$ cat src/rtl/pftr_pkg.sv
package pftr_pkg;

   // ----------------------------------------------------------------
   // register offsets on the control port
   // ----------------------------------------------------------------
   localparam logic [15:0] ADDR_UPDATE     = 16'h0005;  // update control register
   localparam logic [15:0] ADDR_REF_LOW    = 16'h0104;
   localparam logic [15:0] ADDR_REF_HIGH   = 16'h0105;
   localparam logic [15:0] ADDR_INT_DIV    = 16'h0106;
   localparam logic [15:0] ADDR_FRAC_LOW   = 16'h0107;
   localparam logic [15:0] ADDR_FRAC_MID   = 16'h0108;
   localparam logic [15:0] ADDR_FRAC_HIGH  = 16'h0109;

   // ----------------------------------------------------------------
   // field layout
   // ----------------------------------------------------------------
   localparam int          UPDATE_BIT      = 0;         // bit that issues the update
   localparam logic [7:0]  MASK_FULL       = 8'hFF;     // all eight bits stored
   localparam logic [7:0]  MASK_NIBBLE     = 8'h0F;     // only bits 3..0 stored
   localparam logic [7:0]  RESET_BYTE      = 8'h00;     // value of every byte after reset
   localparam logic [7:0]  READ_UNMAPPED   = 8'h00;     // answer to an unmapped read

   // ----------------------------------------------------------------
   // decode thresholds
   // ----------------------------------------------------------------
   localparam logic [11:0] REF_DOUBLE_VAL  = 12'h000;   // doubler code
   localparam logic [11:0] REF_DIVIDE_MIN  = 12'h004;   // first true divide value
   localparam logic [7:0]  INT_MIN_INTEGER = 8'h0F;     // 15, least divide in integer mode
   localparam logic [7:0]  INT_MIN_FRAC    = 8'h50;     // 80, least divide in fractional mode
   localparam logic [19:0] FRAC_INT_VAL    = 20'h00000; // fraction that selects integer mode

   // reference path selection
   typedef enum logic [1:0] {
      PFTR_REF_DOUBLE = 2'b00,
      PFTR_REF_BYPASS = 2'b01,
      PFTR_REF_DIVIDE = 2'b10
   } pftr_ref_mode_t;

endpackage : pftr_pkg

$ cat src/rtl/pftr_byte_reg.sv
`timescale 1ns/1ps
`default_nettype none

// one staged byte: software writes the shadow, an update copies it to the active copy
module pftr_byte_reg #(
   parameter logic [7:0] MASK = 8'hFF       // bits that exist; others read zero
) (
   input  wire logic       clk_in,          // control clock
   input  wire logic       arst_n_in,       // async reset, active low
   input  wire logic       wr_in,           // write strobe for this byte
   input  wire logic [7:0] data_in,         // write data
   input  wire logic       update_in,       // copy shadow to active
   output logic      [7:0] shadow_out,      // value as written
   output logic      [7:0] active_out       // value the divider logic sees
);
   import pftr_pkg::*;

   // ----------------------------------------------------------------
   // storage
   // ----------------------------------------------------------------
   // masked bits never store, so they read back as zero
   always_ff @(posedge clk_in or negedge arst_n_in) begin
      if (!arst_n_in) begin
         shadow_out <= RESET_BYTE;
         active_out <= RESET_BYTE;
      end else begin
         if (wr_in) begin
            shadow_out <= data_in & MASK;
         end
         if (update_in) begin
            active_out <= shadow_out;
         end
      end
   end

endmodule : pftr_byte_reg

`default_nettype wire

$ cat src/rtl/pftr_regs.sv
`timescale 1ns/1ps
`default_nettype none

// What this block does
// - Reference divider is 12 bits: low byte first, high nibble in next byte.
// - Reference divider value zero doubles the reference frequency.
// - Reference divider values one to three bypass the divider.
// - Reference divider values four to 4095 divide by that value.
// - Integer mode divides feedback by 15 to 255; lower values are illegal.
// - Fractional mode divides by 80 to 255; lower values are illegal.
// - Fraction word is 20 bits over three bytes; top nibble reserved.
// - Fraction zero selects integer mode, modulator off.
// - Nonzero fraction selects fractional mode, modulator on.
// - Written settings take effect when software writes one to update bit zero.
module pftr_regs (
   input  wire logic                    clk_in,          // control clock, 25 MHz
   input  wire logic                    arst_n_in,       // async reset, active low
   input  wire logic                    wr_en_in,        // byte write strobe
   input  wire logic                    rd_en_in,        // byte read strobe
   input  wire logic [15:0]             addr_in,         // register address
   input  wire logic [7:0]              wr_data_in,      // write data
   output logic      [7:0]              rd_data_out,     // read data, one cycle later
   output logic                         rd_valid_out,    // read data valid pulse
   output var pftr_pkg::pftr_ref_mode_t ref_mode_out,    // reference path mode
   output logic      [11:0]             ref_div_out,     // applied reference divider
   output logic      [7:0]              int_div_out,     // applied integer divider
   output logic      [19:0]             frac_word_out,   // applied fraction word
   output logic                         sdm_en_out,      // modulator enable
   output logic                         int_div_ok_out   // integer divider legal for mode
);
   import pftr_pkg::*;

   // ----------------------------------------------------------------
   // address decode
   // ----------------------------------------------------------------
   wire logic       update_w   = wr_en_in && (addr_in == ADDR_UPDATE)
                                 && wr_data_in[UPDATE_BIT];
   wire logic [5:0] wr_sel_w;
   assign wr_sel_w[0] = wr_en_in && (addr_in == ADDR_REF_LOW);
   assign wr_sel_w[1] = wr_en_in && (addr_in == ADDR_REF_HIGH);
   assign wr_sel_w[2] = wr_en_in && (addr_in == ADDR_INT_DIV);
   assign wr_sel_w[3] = wr_en_in && (addr_in == ADDR_FRAC_LOW);
   assign wr_sel_w[4] = wr_en_in && (addr_in == ADDR_FRAC_MID);
   assign wr_sel_w[5] = wr_en_in && (addr_in == ADDR_FRAC_HIGH);

   wire logic [7:0] shd_w [6];
   wire logic [7:0] act_w [6];

   // ----------------------------------------------------------------
   // staged byte registers
   // ----------------------------------------------------------------
   // high bytes keep only the low nibble so upper bits stay zero
   pftr_byte_reg #(.MASK(MASK_FULL))   u_ref_low (
      .clk_in(clk_in), .arst_n_in(arst_n_in), .wr_in(wr_sel_w[0]), .data_in(wr_data_in),
      .update_in(update_w), .shadow_out(shd_w[0]), .active_out(act_w[0]));
   pftr_byte_reg #(.MASK(MASK_NIBBLE)) u_ref_high (
      .clk_in(clk_in), .arst_n_in(arst_n_in), .wr_in(wr_sel_w[1]), .data_in(wr_data_in),
      .update_in(update_w), .shadow_out(shd_w[1]), .active_out(act_w[1]));
   pftr_byte_reg #(.MASK(MASK_FULL))   u_int_div (
      .clk_in(clk_in), .arst_n_in(arst_n_in), .wr_in(wr_sel_w[2]), .data_in(wr_data_in),
      .update_in(update_w), .shadow_out(shd_w[2]), .active_out(act_w[2]));
   pftr_byte_reg #(.MASK(MASK_FULL))   u_frac_low (
      .clk_in(clk_in), .arst_n_in(arst_n_in), .wr_in(wr_sel_w[3]), .data_in(wr_data_in),
      .update_in(update_w), .shadow_out(shd_w[3]), .active_out(act_w[3]));
   pftr_byte_reg #(.MASK(MASK_FULL))   u_frac_mid (
      .clk_in(clk_in), .arst_n_in(arst_n_in), .wr_in(wr_sel_w[4]), .data_in(wr_data_in),
      .update_in(update_w), .shadow_out(shd_w[4]), .active_out(act_w[4]));
   pftr_byte_reg #(.MASK(MASK_NIBBLE)) u_frac_high (
      .clk_in(clk_in), .arst_n_in(arst_n_in), .wr_in(wr_sel_w[5]), .data_in(wr_data_in),
      .update_in(update_w), .shadow_out(shd_w[5]), .active_out(act_w[5]));

   // ----------------------------------------------------------------
   // field assembly and decode
   // ----------------------------------------------------------------
   wire logic [11:0] ref_act_w  = {act_w[1][3:0], act_w[0]};
   wire logic [7:0]  int_act_w  = act_w[2];
   wire logic [19:0] frac_act_w = {act_w[5][3:0], act_w[4], act_w[3]};

   // fraction zero keeps the modulator off; any other value runs it
   wire logic        sdm_nxt    = (frac_act_w != FRAC_INT_VAL);

   // the doubler and bypass codes override the divide path
   wire pftr_ref_mode_t ref_mode_nxt =
      (ref_act_w == REF_DOUBLE_VAL) ? PFTR_REF_DOUBLE :
      (ref_act_w <  REF_DIVIDE_MIN) ? PFTR_REF_BYPASS :
                                      PFTR_REF_DIVIDE;

   // legality flag only reports; the value still goes to the divider as written
   wire logic        int_ok_nxt = sdm_nxt ? (int_act_w >= INT_MIN_FRAC)
                                          : (int_act_w >= INT_MIN_INTEGER);

   // read mux returns the shadow so software sees what it wrote
   wire logic [7:0]  rd_nxt =
      (addr_in == ADDR_REF_LOW)   ? shd_w[0] :
      (addr_in == ADDR_REF_HIGH)  ? shd_w[1] :
      (addr_in == ADDR_INT_DIV)   ? shd_w[2] :
      (addr_in == ADDR_FRAC_LOW)  ? shd_w[3] :
      (addr_in == ADDR_FRAC_MID)  ? shd_w[4] :
      (addr_in == ADDR_FRAC_HIGH) ? shd_w[5] : READ_UNMAPPED;

   // ----------------------------------------------------------------
   // output registers
   // ----------------------------------------------------------------
   // one cycle of latency after the active copy changes; outputs stay glitch free
   always_ff @(posedge clk_in or negedge arst_n_in) begin
      if (!arst_n_in) begin
         ref_mode_out   <= PFTR_REF_DOUBLE;
         ref_div_out    <= REF_DOUBLE_VAL;
         int_div_out    <= RESET_BYTE;
         frac_word_out  <= FRAC_INT_VAL;
         sdm_en_out     <= 1'b0;
         int_div_ok_out <= 1'b0;
      end else begin
         ref_mode_out   <= ref_mode_nxt;
         ref_div_out    <= ref_act_w;
         int_div_out    <= int_act_w;
         frac_word_out  <= frac_act_w;
         sdm_en_out     <= sdm_nxt;
         int_div_ok_out <= int_ok_nxt;
      end
   end

   // read answer
   always_ff @(posedge clk_in or negedge arst_n_in) begin
      if (!arst_n_in) begin
         rd_data_out  <= READ_UNMAPPED;
         rd_valid_out <= 1'b0;
      end else begin
         rd_data_out  <= rd_en_in ? rd_nxt : READ_UNMAPPED;
         rd_valid_out <= rd_en_in;
      end
   end

   // shadow fields as the next update will apply them
   wire logic [11:0] ref_shd_w  = {shd_w[1][3:0], shd_w[0]};
   wire logic [7:0]  int_shd_w  = shd_w[2];
   wire logic [19:0] frac_shd_w = {shd_w[5][3:0], shd_w[4], shd_w[3]};
   // divider bytes only; the update register reads zero like an unmapped place
   wire logic        map_hit_w  = (addr_in >= ADDR_REF_LOW) && (addr_in <= ADDR_FRAC_HIGH);
endmodule : pftr_regs

`default_nettype wire

$ cat config.mk
export PLATFORM = sky130hd
export DESIGN_NAME = pftr_regs
export DESIGN_NICKNAME = d
export VERILOG_FILES = /design/src/rtl/pftr_pkg.sv /design/src/rtl/pftr_byte_reg.sv /design/src/rtl/pftr_regs.sv
export SDC_FILE = /design/constraint.sdc
export NUM_CORES = 1
export LEC_CHECK = 0
export BUFFER_PORTS_ARGS = -buffer_cell sky130_fd_sc_hd__buf_2
export CORE_ASPECT_RATIO = 1.5
export CORE_MARGIN = 10
export CORE_UTILIZATION = 57
export CTS_CLUSTER_SIZE = 40
export DETAILED_ROUTE_END_ITERATION = 6
export PLACE_DENSITY = 0.82
export SYNTH_ARGS = -nofsm -noshare
export SYNTH_HDL_FRONTEND = slang
export SYNTH_HIERARCHICAL = 1
export SYNTH_SLANG_ARGS = --single-unit
$ cat constraint.sdc
create_clock -name clk_in -period 2.1 [get_ports clk_in]
set_clock_uncertainty 0.1 [all_clocks]
set_input_delay 0.63 -clock clk_in [delete_from_list [all_inputs] [get_ports clk_in]]
set_output_delay 0.63 -clock clk_in [all_outputs]
set_load 0.005 [all_outputs]
==> load_flow_metrics.sql <==
INSERT INTO impl_metrics (metric_group, metric, value, unit) VALUES
('placement', 'portBuffers', '80', ''),
('worst_setup_path', 'worst_setup_path_start_kind', 'primary input', ''),
('power', 'p_sw_frac', '0.2050', ''),
('power', 'finalPower', '5.476', 'mW'),
('cells_and_area', 'layout-drive-gt1-share', '0.5011', ''),
('sta', 'rsz0062_at_grt', 'no', ''),
('clock_network', 'clkSinkCount', '133', ''),
('placement', 'gp_congestion', '0.9549', ''),
('grt', 'grt_start_max_net_pins', '50', ''),
('cells_and_area', 'nets', '490', ''),
('power', 'ir_worst_vdd', '0.0006424', 'V'),
('power', 'power-per-cell-area', '822.0', 'nW/µm²'),
('placement', 'placed_cells_incl_taps', '554', ''),
('drt', 'post_drt_via_cell_ratio', '5.501', ''),
('cells_and_area', 'fillerInstances', '625', ''),
('worst_setup_path', 'worst_r2r_path_depth', '4', ''),
('worst_setup_path', 'regToRegStartpoint', 'u_frac_mid/active_out[6]', ''),
('clock_network', 'ctsRootBufferMaster', 'sky130_fd_sc_hd__clkbuf_16', ''),
('worst_setup_path', 'crit_required', '2280', 'ps'),
('power', 'switchingPower', '1.123', 'mW'),
('worst_setup_path', 'worstSetupPathType', 'in -> reg', ''),
('clock_network', 'cts_buf_count', '17', ''),
('job', 'drv_cap', '0', ''),
('power', 'internal-power', '4.354', 'mW'),
('grt', 'grt_pass1_vias', '3639', ''),
('sta', 'final_min_period_over_clock_period', '0.9344', ''),
('clock_network', 'worst_setup_hold_path_clk_slew', '50', 'ps'),
('worst_hold_path', 'min_path_type', 'reg -> reg', ''),
('grt', 'grt_usage', '0.1811', ''),
('worst_setup_path', 'critical_path_peak_fanout', '8', ''),
('clock_network', 'cts_tree', 'done', ''),
('outcome', 'run_status', 'finished, final reports clean', ''),
('clock_network', 'htree_num_levels', '4', ''),
('synthesis', 'synth.avg_cell_area', '15.59', 'µm²'),
('power', 'seq_power_share', '0.469', ''),
('worst_hold_path', 'hold_path.startpoint', 'u_ref_high/active_out[1]', ''),
('sta', 'report.final.hold_viol_count', '0', ''),
('drt', 'detailedRoute.firstIterationViolations', '173', ''),
('clock_network', 'cts_resized', '0', ''),
('drt', 'drt_drc_violations_left', '0', ''),
('sta', 'setup_violations', '0', ''),
('clock_network', 'ctsLongestPathBuffers', '2', ''),
('cells_and_area', 'area_delta_synth_final', '22.44', '%'),
('cells_and_area', 'num_antenna_cells', '0', ''),
('power', 'pwr-share-comb', '0.035', ''),
('drt', 'route.detailed.wl_per_inst', '20.47', 'µm'),
('clock_network', 'postCtsSetupBuffers', '0', ''),
('sta', 'setup_total_negative_slack', '0', 'ps'),
('sta', 'timing.fmax', '0.5096', 'GHz'),
('worst_setup_path', 'rrSetupSlack', '390', 'ps'),
('worst_hold_path', 'worst_hold_path.endpoint', 'ref_div_out[9]', ''),
('worst_setup_path', 'reg2reg_to', 'int_div_ok_out', ''),
('worst_setup_path', 'endpoint_kind', 'flop', ''),
('power', 'clockPowerShare', '0.496', ''),
('placement', 'hpwlAfterDp', '8810', 'µm'),
('sta', 'slew_violations', '0', ''),
('synthesis', 'syn_inst', '349', ''),
('placement', 'placement.setup.worst_slack', '-266.5', 'ps'),
('sta', 'fin_ws', '137.8', 'ps'),
('clock_network', 'clk_latency', '410', 'ps'),
('floorplan', 'core-area', '9308', 'µm²'),
('grt', 'grt_remaining_overflow', '0', ''),
('worst_hold_path', 'min_path_cells', '0', ''),
('drt', 'wl', '11970', 'µm'),
('drt', 'via_count', '3218', ''),
('sta', 'post_layout_minimum_cycle_time', '1962', 'ps'),
('cells_and_area', 'final_cells', '585', ''),
('cells_and_area', 'final_core_util', '0.7158', ''),
('grt', 'grt_pass1_wl', '19390', 'µm'),
('floorplan', 'die_area', '13940', 'µm²'),
('worst_setup_path', 'critPathArrivalTime', '2150', 'ps'),
('floorplan', 'die_y', '139.7', 'µm'),
('synthesis', 'yosys_warning_total', '6', ''),
('floorplan', 'num_rows', '43', ''),
('floorplan', 'die_width', '99.78', 'µm'),
('drt', 'detail-route-antenna-nets', '0', ''),
('floorplan', 'top_level_ports', '81', ''),
('power', 'power.static_leakage', '3.444', 'nW'),
('synthesis', 'netlist_area', '5441', 'µm²'),
('drt', 'drt_first_pass_iters', '4', ''),
('floorplan', 'initial_utilization', '0.5846', ''),
('grt', 'number_of_antenna_violations_at_the_first_check_in_global_routing', '0', '');
[power by group through the flow]
stage | registers [mW] | clock network, mW | logic [mW]
after global routing | 2.57 | 2.90 | 0.212
after CTS | 2.57 | 2.76 | 0.192
after floorplan | 2.61 | 0 | 0.0600
final | 2.57 | 2.72 | 0.191
after detailed placement | 2.61 | 0 | 0.190
after global placement | 2.61 | 0 | 0.186
[per-layer routing]
| layer | track usage | vias up | wire, µm |
|---|---|---|---|
| li1 | - | 1459 | - |
| met1 | 0.1968 | 1608 | 4550 |
| met2 | 0.3068 | 117 | 6284 |
| met3 | 0.05699 | 34 | 717 |
| met4 | 0.09008 | 0 | 421 |
| met5 | 0 | - | 0 |
[metrics by stage]
step | hold slack, ps | cell area (µm²)
floorplan | 234.4 | 5493
global placement | 283.3 | 6106
detailed placement | 291.7 | 6106
CTS | 303.6 | 6663
global route | 315.1 | 6663
finish | 301.5 | 6663
[how the worst max path moves through the flow]
stage,start,endpoint,cells past startpoint
global placement,addr_in[15],u_frac_low/shadow_out[5],7
floorplan,addr_in[9],u_frac_mid/shadow_out[0],6
detailed placement,addr_in[15],u_frac_low/shadow_out[7],7
finish,addr_in[15],u_frac_low/shadow_out[2],7
CTS,addr_in[15],u_frac_low/shadow_out[7],7
global route,addr_in[15],u_frac_low/shadow_out[0],7
[placed cells by master, fill, tap and decap left out, types with 2 or more instances in the layout]
| cell | count |
|---|---|
| sky130_fd_sc_hd__inv_1 | 10 |
| sky130_fd_sc_hd__o21ai_0 | 16 |
| sky130_fd_sc_hd__nand4b_1 | 2 |
| sky130_fd_sc_hd__conb_1 | 8 |
| sky130_fd_sc_hd__clkbuf_16 | 17 |
| sky130_fd_sc_hd__buf_4 | 27 |
| sky130_fd_sc_hd__nor4_4 | 2 |
| sky130_fd_sc_hd__dfrtp_1 | 133 |
| sky130_fd_sc_hd__buf_2 | 79 |
| sky130_fd_sc_hd__clkbuf_1 | 3 |
| sky130_fd_sc_hd__nor4_1 | 7 |
| sky130_fd_sc_hd__clkinv_2 | 5 |
| sky130_fd_sc_hd__clkinv_4 | 2 |
| sky130_fd_sc_hd__mux2_4 | 65 |
| sky130_fd_sc_hd__nand2_1 | 10 |
| sky130_fd_sc_hd__buf_12 | 3 |
| sky130_fd_sc_hd__a221oi_1 | 8 |
| sky130_fd_sc_hd__nor2_1 | 9 |
| sky130_fd_sc_hd__bufinv_16 | 2 |
| sky130_fd_sc_hd__nand2b_1 | 2 |
| sky130_fd_sc_hd__o221a_1 | 8 |
| sky130_fd_sc_hd__a21oi_1 | 8 |
| sky130_fd_sc_hd__mux2_2 | 23 |
| sky130_fd_sc_hd__nand3_1 | 4 |
[critical path, stage by stage]
cell and delay, ps:
sky130_fd_sc_hd__buf_2 110, sky130_fd_sc_hd__nor4_4 310, sky130_fd_sc_hd__and3_2 250, sky130_fd_sc_hd__nand3_1 170
sky130_fd_sc_hd__nor2_1 150, sky130_fd_sc_hd__buf_4 210, sky130_fd_sc_hd__mux2_4 320
[final cells by class]
class,instances,area (µm²),area share
inverter,10,37.54,0.005634
multi-input combinational,190,1942,0.2915
timing repair buffer,110,668.1,0.1003
clock buffer,20,436.7,0.06554
sequential,133,3328,0.4995
clock inverter,10,110.1,0.01653
tap,112,140.1,0.02103
[registers in the layout, summed over array words and instances (netlist names)]
| register | count |
|---|---|
| frac_word_out | 20 |
| u_int_div/active_out | 8 |
| ref_mode_out | 2 |
| u_frac_low/shadow_out | 8 |
| rd_valid_out | 1 |
| u_ref_high/shadow_out | 4 |
| u_ref_high/active_out | 4 |
| u_frac_mid/active_out | 8 |
| rd_data_out | 8 |
| u_ref_low/active_out | 8 |
| int_div_out | 8 |
| u_frac_mid/shadow_out | 8 |
| u_int_div/shadow_out | 8 |
| int_div_ok_out | 1 |
| sdm_en_out | 1 |
| u_frac_high/active_out | 4 |
| u_frac_high/shadow_out | 4 |
| ref_div_out | 12 |
| u_frac_low/active_out | 8 |
| u_ref_low/shadow_out | 8 |
[repair_timing]
action,in CTS,in global routing
hold buffers,1,0
endpoints found under the setup margin,0,0
endpoints found under the hold margin,11,0
(Power assumes the default switching activity.)
